[src/shared/rcs_params.svh]
// constants of the rail configuration and current-share block
`ifndef RCS_PARAMS_SVH
`define RCS_PARAMS_SVH

// command codes
`define RCS_CMD_MISC 8'hD1
`define RCS_CMD_SHARE 8'hD2
`define RCS_CMD_GBCFG 8'hD3
`define RCS_CMD_READ_LO 8'h88
`define RCS_CMD_READ_HI 8'h9F

// reset values
`define RCS_MISC_RST 16'h0000
`define RCS_SHARE_RST 16'h0000
`define RCS_GBCFG_RST 16'h0000

// option word bit positions
`define RCS_MISC_SYNC_TMO 11
`define RCS_MISC_NO_VINCORR 9
`define RCS_MISC_FLT_IMMED 8
`define RCS_MISC_SYNC_EXT 6
`define RCS_MISC_SYNC_OUT 5
`define RCS_MISC_LOWSIDE 2
`define RCS_MISC_STBY_HI 1
`define RCS_MISC_STBY_LO 0

// membership word fields
`define RCS_SHARE_ID_HI 15
`define RCS_SHARE_ID_LO 8
`define RCS_SHARE_CNT_HI 7
`define RCS_SHARE_CNT_LO 5
`define RCS_SHARE_POS_HI 4
`define RCS_SHARE_POS_LO 2
`define RCS_SHARE_EN 0

// group bus config field
`define RCS_GB_ID_HI 4
`define RCS_GB_ID_LO 0
`define RCS_GB_MASK 16'h001F

// sync shutoff delay
`define RCS_SYNC_OFF_MS 500
`define RCS_CLK_KHZ 50000
`define RCS_SYNC_OFF_CYC (`RCS_SYNC_OFF_MS * `RCS_CLK_KHZ)

`endif

[src/shared/rcs_pkg.sv]
// types of the rail configuration and current-share block
package rcs_pkg;

	typedef enum logic [1:0] {
		STBY_LOW_POWER = 2'b00,
		STBY_MONITOR = 2'b01,
		STBY_RESERVED = 2'b10,
		STBY_PULSED = 2'b11
	} rcs_stby_t;

	typedef enum logic [1:0] {
		TMR_ON = 2'b00,
		TMR_COUNT = 2'b01,
		TMR_OFF = 2'b11
	} rcs_tmr_state_t;

endpackage

[src/shared/rcs_tmr_if.sv]
// link between the option logic and the sync shutoff timer
`timescale 1ns/1ps
interface rcs_tmr_if;
	logic disabled;
	logic timeoutEn;
	logic syncRun;

	modport ctl (
		output disabled,
		output timeoutEn,
		input syncRun
	);

	modport tmr (
		input disabled,
		input timeoutEn,
		output syncRun
	);
endinterface

[src/rtl/rcs_sync_timer.sv]
// sync output shutoff timer after disable
`timescale 1ns/1ps
`include "rcs_params.svh"
module rcs_sync_timer #(
	parameter int unsigned OFF_CYCLES = `RCS_SYNC_OFF_CYC
) (
	input wire logic clk,
	input wire logic reset_n,
	rcs_tmr_if.tmr tmr
);
	rcs_pkg::rcs_tmr_state_t state_reg;
	rcs_pkg::rcs_tmr_state_t state_next;
	logic [31:0] count_reg;
	logic [31:0] count_next;
	logic run_reg;
	wire logic countDone;

	assign countDone = (count_reg >= OFF_CYCLES - 32'd1);

	always_comb begin
		state_next = state_reg;
		count_next = count_reg;
		case (state_reg)
			rcs_pkg::TMR_ON: begin
				count_next = 32'd0;
				if (tmr.disabled && tmr.timeoutEn) begin
					state_next = rcs_pkg::TMR_COUNT;
				end
			end
			rcs_pkg::TMR_COUNT: begin
				count_next = count_reg + 32'd1;
				if (!tmr.disabled || !tmr.timeoutEn) begin
					state_next = rcs_pkg::TMR_ON;
				end else if (countDone) begin
					state_next = rcs_pkg::TMR_OFF;
				end
			end
			rcs_pkg::TMR_OFF: begin
				count_next = 32'd0;
				if (!tmr.disabled || !tmr.timeoutEn) begin
					state_next = rcs_pkg::TMR_ON;
				end
			end
			default: begin
				state_next = rcs_pkg::TMR_ON;
				count_next = 32'd0;
			end
		endcase
	end

	always_ff @(posedge clk or negedge reset_n) begin
		if (!reset_n) begin
			state_reg <= rcs_pkg::TMR_ON;
			count_reg <= 32'd0;
			run_reg <= 1'b1;
		end else begin
			state_reg <= state_next;
			count_reg <= count_next;
			run_reg <= (state_next != rcs_pkg::TMR_OFF);
		end
	end

	assign tmr.syncRun = run_reg;
endmodule

[src/rtl/rcs_top.sv]
// option word, current-share membership and their effect on the rail
`timescale 1ns/1ps
`include "rcs_params.svh"
module rcs_top #(
	parameter int unsigned SYNC_OFF_CYCLES = `RCS_SYNC_OFF_CYC
) (
	input wire logic clk,
	input wire logic reset_n,
	input wire logic cmdValid,
	input wire logic cmdWrite,
	input wire logic [7:0] cmdCode,
	input wire logic [15:0] cmdWdata,
	output logic rspValid,
	output logic [15:0] rspData,
	output logic rspError,
	output logic rspForward,
	output logic cmlFault,
	input wire logic cmlClear,
	input wire logic deviceEnable,
	input wire logic seqEnable,
	input wire logic peerFault,
	input wire logic peerGroupHit,
	input wire logic peerFaultIsOwnRail,
	output logic shutdownNow,
	output logic seqDownReq,
	output logic seqDownFromSelf,
	input wire logic intSwClk,
	input wire logic syncPinIn,
	input wire logic syncStrapExt,
	output logic syncPinOut,
	output logic syncPinOe,
	output logic swClk,
	output logic swClkExt,
	output logic vinCorrEn,
	output logic lowSideHold,
	output logic lowPower,
	output logic monitorCont,
	output logic monitorPulsed,
	output logic [4:0] railId,
	output logic shareMember,
	output logic [3:0] memberCount,
	output logic [3:0] memberPos
);
	logic [15:0] misc_reg;
	logic [15:0] share_reg;
	logic [15:0] gbcfg_reg;
	logic syncMeta_reg;
	logic syncSync_reg;
	logic strapMeta_reg;
	logic strapSync_reg;
	logic [1:0] strapWait_reg;
	logic strapExt_reg;
	logic cml_next;

	// command decode
	wire logic hitMisc;
	wire logic hitShare;
	wire logic hitGb;
	wire logic hitRead;
	wire logic cmdWr;
	wire logic cmdRd;
	wire logic readBlocked;
	wire logic unmapped;
	wire logic [15:0] rdMux;

	assign hitMisc = (cmdCode == `RCS_CMD_MISC);
	assign hitShare = (cmdCode == `RCS_CMD_SHARE);
	assign hitGb = (cmdCode == `RCS_CMD_GBCFG);
	assign hitRead = (cmdCode >= `RCS_CMD_READ_LO) && (cmdCode <= `RCS_CMD_READ_HI);
	assign cmdWr = cmdValid && cmdWrite;
	assign cmdRd = cmdValid && !cmdWrite;
	assign unmapped = !(hitMisc || hitShare || hitGb || (hitRead && !cmdWrite));
	assign rdMux = hitMisc ? misc_reg :
		hitShare ? share_reg :
		hitGb ? (gbcfg_reg & `RCS_GB_MASK) :
		16'h0000;

	// option fields
	wire logic disabled;
	wire logic optSyncTmo;
	wire logic optNoVinCorr;
	wire logic optFltImmed;
	wire logic optSyncExt;
	wire logic optSyncOut;
	wire logic optLowSide;
	rcs_pkg::rcs_stby_t stbyMode;
	wire logic lowPowerNow;
	wire logic monContNow;
	wire logic monPulsedNow;

	assign disabled = !deviceEnable;
	assign optSyncTmo = misc_reg[`RCS_MISC_SYNC_TMO];
	assign optNoVinCorr = misc_reg[`RCS_MISC_NO_VINCORR];
	assign optFltImmed = misc_reg[`RCS_MISC_FLT_IMMED];
	assign optSyncExt = misc_reg[`RCS_MISC_SYNC_EXT];
	assign optSyncOut = misc_reg[`RCS_MISC_SYNC_OUT];
	assign optLowSide = misc_reg[`RCS_MISC_LOWSIDE];
	assign stbyMode = rcs_pkg::rcs_stby_t'(misc_reg[`RCS_MISC_STBY_HI:`RCS_MISC_STBY_LO]);
	// reserved standby code behaves as low power
	assign lowPowerNow = disabled && ((stbyMode == rcs_pkg::STBY_LOW_POWER) ||
		(stbyMode == rcs_pkg::STBY_RESERVED));
	assign monContNow = disabled && (stbyMode == rcs_pkg::STBY_MONITOR);
	assign monPulsedNow = disabled && (stbyMode == rcs_pkg::STBY_PULSED);
	assign readBlocked = cmdRd && hitRead && lowPowerNow;

	// membership fields
	wire logic shareEn;
	wire logic [4:0] shareId;
	wire logic [4:0] gbId;
	wire logic [3:0] cntNow;
	wire logic [3:0] posNow;
	wire logic [4:0] idNow;

	assign shareEn = share_reg[`RCS_SHARE_EN];
	// id range is 0-31, upper field bits are not used
	assign shareId = share_reg[`RCS_SHARE_ID_LO + 4:`RCS_SHARE_ID_LO];
	assign gbId = gbcfg_reg[`RCS_GB_ID_HI:`RCS_GB_ID_LO];
	assign idNow = shareEn ? shareId : gbId;
	assign cntNow = {1'b0, share_reg[`RCS_SHARE_CNT_HI:`RCS_SHARE_CNT_LO]} + 4'h1;
	assign posNow = {1'b0, share_reg[`RCS_SHARE_POS_HI:`RCS_SHARE_POS_LO]} + 4'h1;

	// fault spreading
	wire logic peerHit;
	wire logic immedNow;
	wire logic seqNow;

	assign peerHit = peerFault && peerGroupHit;
	assign immedNow = optFltImmed && peerHit;
	assign seqNow = !optFltImmed && peerFault && seqEnable;

	rcs_tmr_if tmrLink();

	// clock source selection
	wire logic extClkNow;
	wire logic syncDriveNow;

	assign extClkNow = optSyncExt || strapExt_reg;
	assign syncDriveNow = optSyncOut && !extClkNow && tmrLink.syncRun;

	assign tmrLink.disabled = disabled;
	assign tmrLink.timeoutEn = optSyncTmo;

	rcs_sync_timer #(
		.OFF_CYCLES(SYNC_OFF_CYCLES)
	) u_timer (
		.clk(clk),
		.reset_n(reset_n),
		.tmr(tmrLink)
	);

	// pin synchronisers
	always_ff @(posedge clk or negedge reset_n) begin
		if (!reset_n) begin
			syncMeta_reg <= 1'b0;
			syncSync_reg <= 1'b0;
			strapMeta_reg <= 1'b0;
			strapSync_reg <= 1'b0;
		end else begin
			syncMeta_reg <= syncPinIn;
			syncSync_reg <= syncMeta_reg;
			strapMeta_reg <= syncStrapExt;
			strapSync_reg <= strapMeta_reg;
		end
	end

	// strap is caught once, after the pin chain holds the pin's value instead of its reset value
	wire logic strapTake;
	wire logic strapDone;

	assign strapTake = (strapWait_reg == 2'h2);
	assign strapDone = (strapWait_reg == 2'h3);

	always_ff @(posedge clk or negedge reset_n) begin
		if (!reset_n) begin
			strapWait_reg <= 2'h0;
			strapExt_reg <= 1'b0;
		end else begin
			if (!strapDone) begin
				strapWait_reg <= strapWait_reg + 2'h1;
			end
			if (strapTake) begin
				strapExt_reg <= strapSync_reg;
			end
		end
	end

	// register writes
	always_ff @(posedge clk or negedge reset_n) begin
		if (!reset_n) begin
			misc_reg <= `RCS_MISC_RST;
			share_reg <= `RCS_SHARE_RST;
			gbcfg_reg <= `RCS_GBCFG_RST;
		end else if (cmdWr) begin
			if (hitMisc) begin
				misc_reg <= cmdWdata;
			end
			if (hitShare) begin
				share_reg <= cmdWdata;
			end
			if (hitGb) begin
				gbcfg_reg <= cmdWdata & `RCS_GB_MASK;
			end
		end
	end

	// communication fault flag, a new event wins over clear
	assign cml_next = readBlocked ? 1'b1 : (cmlClear ? 1'b0 : cmlFault);

	// command answers
	always_ff @(posedge clk or negedge reset_n) begin
		if (!reset_n) begin
			rspValid <= 1'b0;
			rspData <= 16'h0000;
			rspError <= 1'b0;
			rspForward <= 1'b0;
		end else begin
			rspValid <= cmdValid;
			rspData <= cmdRd ? rdMux : 16'h0000;
			rspError <= cmdValid && (unmapped || readBlocked);
			rspForward <= cmdRd && hitRead && !lowPowerNow;
		end
	end

	// sticky communication fault
	always_ff @(posedge clk or negedge reset_n) begin
		if (!reset_n) begin
			cmlFault <= 1'b0;
		end else begin
			cmlFault <= cml_next;
		end
	end

	// fault spreading outputs
	always_ff @(posedge clk or negedge reset_n) begin
		if (!reset_n) begin
			shutdownNow <= 1'b0;
			seqDownReq <= 1'b0;
			seqDownFromSelf <= 1'b0;
		end else begin
			shutdownNow <= immedNow;
			seqDownReq <= seqNow;
			seqDownFromSelf <= seqNow && peerFaultIsOwnRail;
		end
	end

	// sync pin and switching clock outputs
	always_ff @(posedge clk or negedge reset_n) begin
		if (!reset_n) begin
			syncPinOut <= 1'b0;
			syncPinOe <= 1'b0;
			swClk <= 1'b0;
			swClkExt <= 1'b0;
		end else begin
			syncPinOut <= syncDriveNow && intSwClk;
			syncPinOe <= syncDriveNow;
			swClk <= extClkNow ? syncSync_reg : intSwClk;
			swClkExt <= extClkNow;
		end
	end

	// option level outputs
	always_ff @(posedge clk or negedge reset_n) begin
		if (!reset_n) begin
			vinCorrEn <= 1'b1;
			lowSideHold <= 1'b0;
			lowPower <= 1'b0;
			monitorCont <= 1'b0;
			monitorPulsed <= 1'b0;
		end else begin
			vinCorrEn <= !optNoVinCorr;
			lowSideHold <= disabled && optLowSide;
			lowPower <= lowPowerNow;
			monitorCont <= monContNow;
			monitorPulsed <= monPulsedNow;
		end
	end

	// membership outputs
	always_ff @(posedge clk or negedge reset_n) begin
		if (!reset_n) begin
			railId <= 5'h00;
			shareMember <= 1'b0;
			memberCount <= 4'h1;
			memberPos <= 4'h1;
		end else begin
			railId <= idNow;
			shareMember <= shareEn;
			memberCount <= cntNow;
			memberPos <= posNow;
		end
	end
endmodule

[config.mk]
export PLATFORM = sky130hd
export DESIGN_NAME = rcs_top
export DESIGN_NICKNAME = d
export VERILOG_FILES = /design/src/shared/rcs_pkg.sv /design/src/shared/rcs_tmr_if.sv /design/src/rtl/rcs_sync_timer.sv /design/src/rtl/rcs_top.sv
export VERILOG_INCLUDE_DIRS = /design/src /design/src/shared
export SDC_FILE = /design/constraint.sdc
export NUM_CORES = 1
export LEC_CHECK = 0
export BUFFER_PORTS_ARGS = -buffer_cell sky130_fd_sc_hd__buf_2
export CORE_MARGIN = 2
export CORE_UTILIZATION = 50
export CTS_CLUSTER_SIZE = 16
export DETAILED_ROUTE_END_ITERATION = 12
export MAX_ROUTING_LAYER = met4
export PLACE_DENSITY_LB_ADDON = 0.1
export SYNTH_ARGS = -nofsm -noshare
export SYNTH_HDL_FRONTEND = slang
export SYNTH_SLANG_ARGS = --single-unit
[constraint.sdc]
create_clock -name clk -period 6 [get_ports clk]
set_clock_uncertainty 0.15 [all_clocks]
set_input_delay 0.9 -clock clk [delete_from_list [all_inputs] [get_ports clk]]
set_output_delay 0.9 -clock clk [all_outputs]
set_load 0.02 [all_outputs]
==> metrics, run 1 <==
run status=finished, final reports clean; hold-fix buffer count after cts=0; clock latency on the worst-skew pair=0.51 ns; I/O pins=83; final worst path period need=2.61 ns; Design Power=0.00190 W; share of cells above drive strength 1=32.1%; CP Launch Point=cmdCode[3]; Reg2Reg Setup Slack=3.53 ns; DP Area=0.00567 mm²; Yosys top cell area share=58.9%; Cell Chain, Critical Path=buf_2 -> nand4bb_1 -> or3_1 -> nor2_2 -> mux2_2; area delta synth->final=21.3%; GRT Total Usage=21.3%; Routed WL=10700 µm; CTS root buffer=clkbuf_8; Synth Net Count=469; Resized Gates After CTS=0; Final Setup Violations=0; #FFs+latches synth=125; postcts setup bufs=0; max_slew headroom=32.9%; Post-synth EDFFs=0; area leader, netlist=dfrtp_1; CP max FO=16; yosys warns=0; RR Endpoint=u_timer.count_reg[20]; CP Capture Point=misc_reg[3]; vias=3625; die height=105 µm; Avg Cell Area, Syn=12.0 µm²; CTS buffer count=17; Reg2Reg Depth=4; Max-Cap Viols=0; critical path depth in cells=5; endpoints failing hold=0; CP startpoint kind=input port; DR DRC count=0; worst slew pin tran=1.01 ns; Final Max Slew Viols=0; CTS tree=yes; Max IR drop VDD=0.000140 V; Worst EP required=6.25 ns; crit end category=flop; Setup TNS=0 ns; Die ar.=0.0111 mm²; PD cells=305 mW/mm²; cell count after synthesis=427; DR vias/cell=5.47; Leak=3.05 nW; type of the most critical hold path=flop to flop; Initial DRC Count=136; fin area=0.00623 mm²; multi-input gate area in the final layout=0.00189 mm²; GPL Wtd Cong=0.805; main flop type after synthesis=dfrtp_1; PortBufs=82; WHS=0.198 ns; final period utilization=43.4%; Crit Path Category=input port to flop; Final ANT Viol Nets=0; critical path's slowest cell=nor2_2; clock-pin slew on the worst setup and hold paths=0.06 ns; Clock Tree Buf Depth=2; WL per Instance=16.2 µm; top post-synthesis cells by area=dfrtp_1 59%, mux2_2 9.6%, nor2_1 3.4%, dfstp_2 2.0%, nor4_1 1.7%; critical path's top delay family=simple AND/OR/NAND/NOR gates; clk sinks=125; core area=0.0101 mm²; RSZ-0062 raised after global routing=false; Post-Syn Area=0.00514 mm²; crit-path max cell delay=0.71 ns; CTS H-tree lvls=4; antenna diode count=0; async set or reset register ratio after synthesis=100%; die span in x=105 µm; Max Fclk=0.384 GHz; Seq/Total Area, Yosys=60.9%; worst hold path startpoint=syncMeta_reg; vias in the first global route=3651; Arr. time, crit path=2.86 ns; GR Overflow Total=0; worst reg2reg startpoint=u_timer.count_reg[2]; crit path buf inv count=1; initial antenna violation count=0; largest net degree at the start of global routing=76; first-pass GRT wire length=17700 µm; Rows=37; 1st-pass router iterations=4; post-DP HPWL=7050 µm; number of flip-flops in the largest register=32; Unique masters post-synth=47; Layout fillers=826; Nets=556; Initial Util=50.7%; sequential cell area=0.00313 mm²
==> through the flow <==
stage | cells | setup WS [ns] | util, %
6_report | 663 | 3.39 | 61.5
5_1_grt | 663 | 3.28 | 61.5
4_1_cts | 663 | 3.39 | 61.5
3_5_place_dp | 631 | 2.85 | 55.9
3_3_place_gp | 631 | 2.89 | 55.9
2_1_floorplan | 427 | 3.36 | -
==> how the worst min path moves through the flow <==
stage	to	slack, ns	cells past startpoint
2_1_floorplan	strapSync_reg	0.18	0
3_3_place_gp	syncSync_reg	0.18	0
3_5_place_dp	syncSync_reg	0.19	0
4_1_cts	syncSync_reg	0.20	0
5_1_grt	syncSync_reg	0.23	0
6_report	syncSync_reg	0.20	0
==> final cells by class <==
class,instances,area share (%)
Timing Repair Buffer,85,6.98
Tap cell,136,2.73
Clock buffer,21,7.20
Clock inverter,11,1.89
Multi-Input combinational cell,275,30.3
Inverter,10,0.602
Sequential cell,125,50.3
==> layer usage <==
layer	global-route usage (%)	part of all wire (%)	vias up
met3	5.75	4.6	23
met4	10.3	2.2	0
li1	-	-	1700
met5	-	0	-
met2	32.5	50	98
met1	26.5	44	1804
==> report_power, final <==
group | total (W) | internal [W] | leakage [nW] | switching, W
combinational | 0.0000692 | 0.0000240 | 1.09 | 0.0000451
sequential | 0.000867 | 0.000859 | 1.69 | 0.00000839
clock | 0.000967 | 0.000609 | 0.266 | 0.000358
==> cell usage in the layout (no fill, tap or decap), drive strengths merged, types with 12 or more instances in the layout <==
master / instances
mux2: 44
or3: 12
nand2: 20
nor2: 48
a21oi: 15
dfrtp: 121
clkbuf: 21
buf: 85
nor4: 14
==> kinds of logic (layout without fill, tap and decap cells) <==
| kind of cell | Yosys count | count (layout) | share of synthesized area (%) |
|---|---|---|---|
| and+or+nand+nor | 155 | 155 | 15.8 |
| adders and majority gates | 5 | 5 | 1.22 |
| AOI/OAI and AO/OA | 52 | 52 | 6.77 |
| muxes | 48 | 48 | 10.4 |
| buffers and inverters | 27 | 127 | 2.26 |
| DFF | 125 | 125 | 60.9 |
| xor gates and xnor gates | 15 | 15 | 2.56 |
==> synthesized netlist by cell type, types with 3 or more instances <==
| library cell | count |
|---|---|
| dfrtp_1 | 121 |
| nor2_1 | 46 |
| mux2_2 | 44 |
| nand2_1 | 20 |
| a21oi_1 | 15 |
| clkbuf_1 | 14 |
| nor4_1 | 14 |
| or3_1 | 12 |
| a22oi_1 | 11 |
| nand3_1 | 11 |
| inv_1 | 10 |
| nand2b_1 | 10 |
| o21ai_0 | 10 |
| xnor2_1 | 9 |
| and3_1 | 8 |
| nand4_1 | 7 |
| nor3_1 | 6 |
| xor2_1 | 6 |
| ha_1 | 5 |
| dfstp_2 | 4 |
| mux2i_1 | 4 |
| a31oi_1 | 3 |
| a41o_1 | 3 |
| and2_1 | 3 |
| nor2b_1 | 3 |
No activity file was read; power rests on OpenSTA's default activity.
==> run 2: changes to the inputs <==
clock period = 2.6 ns   (was 6 ns; I/O delays follow)
==> metrics, run 2 (synthesis gave the netlist of run 1 again) <==
run status=finished, final reports clean; final core utilization=65.8% (+4.3 points); Max-Cap Viols=0 (unchanged); Routed WL=11000 µm (+2.7%); Final Setup Violations=0 (unchanged); Worst EP required=2.89 ns (-3.36 ns); PD cells=691 mW/mm² (+130%); met1 usage=26.9% (+0.40 points); Initial Util=50.7% (unchanged); vias=3740 (+3.2%); Nets=597 (+7.4%); GRT Total Usage=21.9% (+0.58 points); Arr. time, crit path=2.53 ns (-0.33 ns); Setup TNS=0 ns (unchanged); sequential power share=43.4% (-2.2 points); commonest non-fill, non-tap cell in the layout=dfrtp_1; initial antenna violation count=0 (unchanged); clk sinks=125 (unchanged); max_slew headroom=64.2% (+31 points); Clock Tree Buf Depth=2 (unchanged); Die ar.=0.0111 mm² (unchanged); Top Usage Layer GRT=met2; first-pass GRT wire length=18000 µm (+1.5%); DP Area=0.00577 mm² (+1.8%); Design Power=0.00461 W (+140%); fin area=0.00667 mm² (+7.0%); DR vias/cell=5.31 (-2.8%); CTS root buffer=clkbuf_8; share of cells above drive strength 1=32.2% (+0.15 points); cell count after placement=643 (+1.9%); GR Overflow Total=0 (unchanged); Final ANT Viol Nets=0 (unchanged); CTS tree=yes; antenna diode count=0 (unchanged); Max IR drop VDD=0.000428 V (+210%); Final Max Slew Viols=0 (unchanged); crit end category=flop; final period utilization=85.9%; most frequent cells in the layout=121 x dfrtp_1, 81 x buf_2, 46 x nor2_1; CP startpoint kind=flop; CP max FO=9 (-7); Finished Layout Cells=704 (+6.2%); area delta synth->final=29.7%; WL per Instance=15.6 µm (-3.3%); type of the most critical hold path=input port to flop; M2 GR Usage=33.8% (+1.2 points); clock latency on the worst-skew pair=0.52 ns (about the same); Resized Gates After CTS=0 (unchanged); number of flip-flops in the largest register=32 (unchanged); clock-pin slew on the worst setup and hold paths=0.06 ns (about the same); CTS buffer count=17 (unchanged); Crit Path Category=flop to flop; Net Sw Power=0.000986 W (+140%); Initial DRC Count=173 (+27%); die span in x=105 µm (unchanged); core area=0.0101 mm² (unchanged); I/O pins=83 (unchanged); worst slew pin tran=0.536 ns (-0.471 ns); final worst path period need=2.23 ns; Leak=3.27 nW (+7.2%); Max Fclk=0.448 GHz; RSZ-0062 raised after global routing=false; endpoints failing hold=0 (unchanged); DR DRC count=0 (unchanged); Rows=37 (unchanged); clock share of power=52.2% (+1.4 points); Int Pwr=0.00362 W (+140%); largest net degree at the start of global routing=44 (-42%); post-DP HPWL=7480 µm (+6.1%); Reg2Reg Setup Slack=0.37 ns (-3.16 ns); combinational power share=4.3% (+0.7 points); PortBufs=82 (unchanged); Layout fillers=782 (-5.3%); vias in the first global route=3661 (+0.27%); CTS H-tree lvls=4 (unchanged); Sw Ratio=21.4% (-0.25 points); 1st-pass router iterations=7 (+3); die height=105 µm (unchanged); GPL Wtd Cong=0.816 (+1.4%); GR Util met3=6.37% (+0.62 points)
-- run 2: cell types whose count changed in the layout (fill, tap and decap cells not counted) --
cell / change
buf_12: +1
clkbuf_1: -2
clkinv_4: +2
bufinv_16: +2
clkinv_2: +1
dlygate4sd3_1: +29
buf_4: +11
clkinvlp_4: -3
inv_6: +2
clkbuf_8: -2
-- run 2: timing repair --
item,in CTS,in global routing
hold endpoints to repair,86,0
hold buffers,29,0
setup buffers,0,0
-- run 2: final cells by class --
cell class	instances	area, µm²	area share [%]
clock inverter	15	195	2.93
multi-input combinational	275	1890	28.4
tap	136	170	2.55
clock buffer	17	414	6.21
inverter	10	37.5	0.563
timing repair buffer	126	828	12.4
sequential	125	3130	47.0
-- run 2: worst paths after layout --
kind                       depth (start not counted)                 start                     to
min reg2reg                                        0         strapMeta_reg          strapSync_reg
min                                                3            cmdCode[0]             rspData[3]
min in group asynchronous                          2               reset_n             syncPinOut
max                                                5  u_timer.count_reg[0]  u_timer.count_reg[18]
max reg2reg                                        5  u_timer.count_reg[0]  u_timer.count_reg[18]
max in group asynchronous                          3               reset_n  u_timer.count_reg[23]
-- run 2: power by group through the flow --
| stage | combinational [W] | clock (W) | sequential (W) |
|---|---|---|---|
| 2_1_floorplan | 0.0000466 | 0 | 0.00205 |
| 3_3_place_gp | 0.000167 | 0 | 0.00203 |
| 3_5_place_dp | 0.000171 | 0 | 0.00204 |
| 4_1_cts | 0.000205 | 0.00245 | 0.00200 |
| 5_1_grt | 0.000223 | 0.00255 | 0.00200 |
| 6_report | 0.000200 | 0.00241 | 0.00200 |
-- run 2: worst max-delay path, cell delays in order (launching register included) --
cell and delay [ns]:
dfrtp_1 0.40, ha_1 0.25, nand2_1 0.17, or4_1 0.67
or3_1 0.36, a21oi_1 0.16
-- run 2: metal layers --
layer	share of wire, %	wire (µm)
met5	0	0
met4	2.5	274
met3	4.2	465
met2	50	5480
met1	43	4780
-- run 2: metrics by stage --
stage          setup slack, ns  hold WS (ns)
2_1_floorplan            0.466       -0.0556
3_3_place_gp             0.301         0.184
3_5_place_dp             0.237         0.201
4_1_cts                  0.352        0.0680
5_1_grt                  0.202         0.116
6_report                 0.366        0.0983
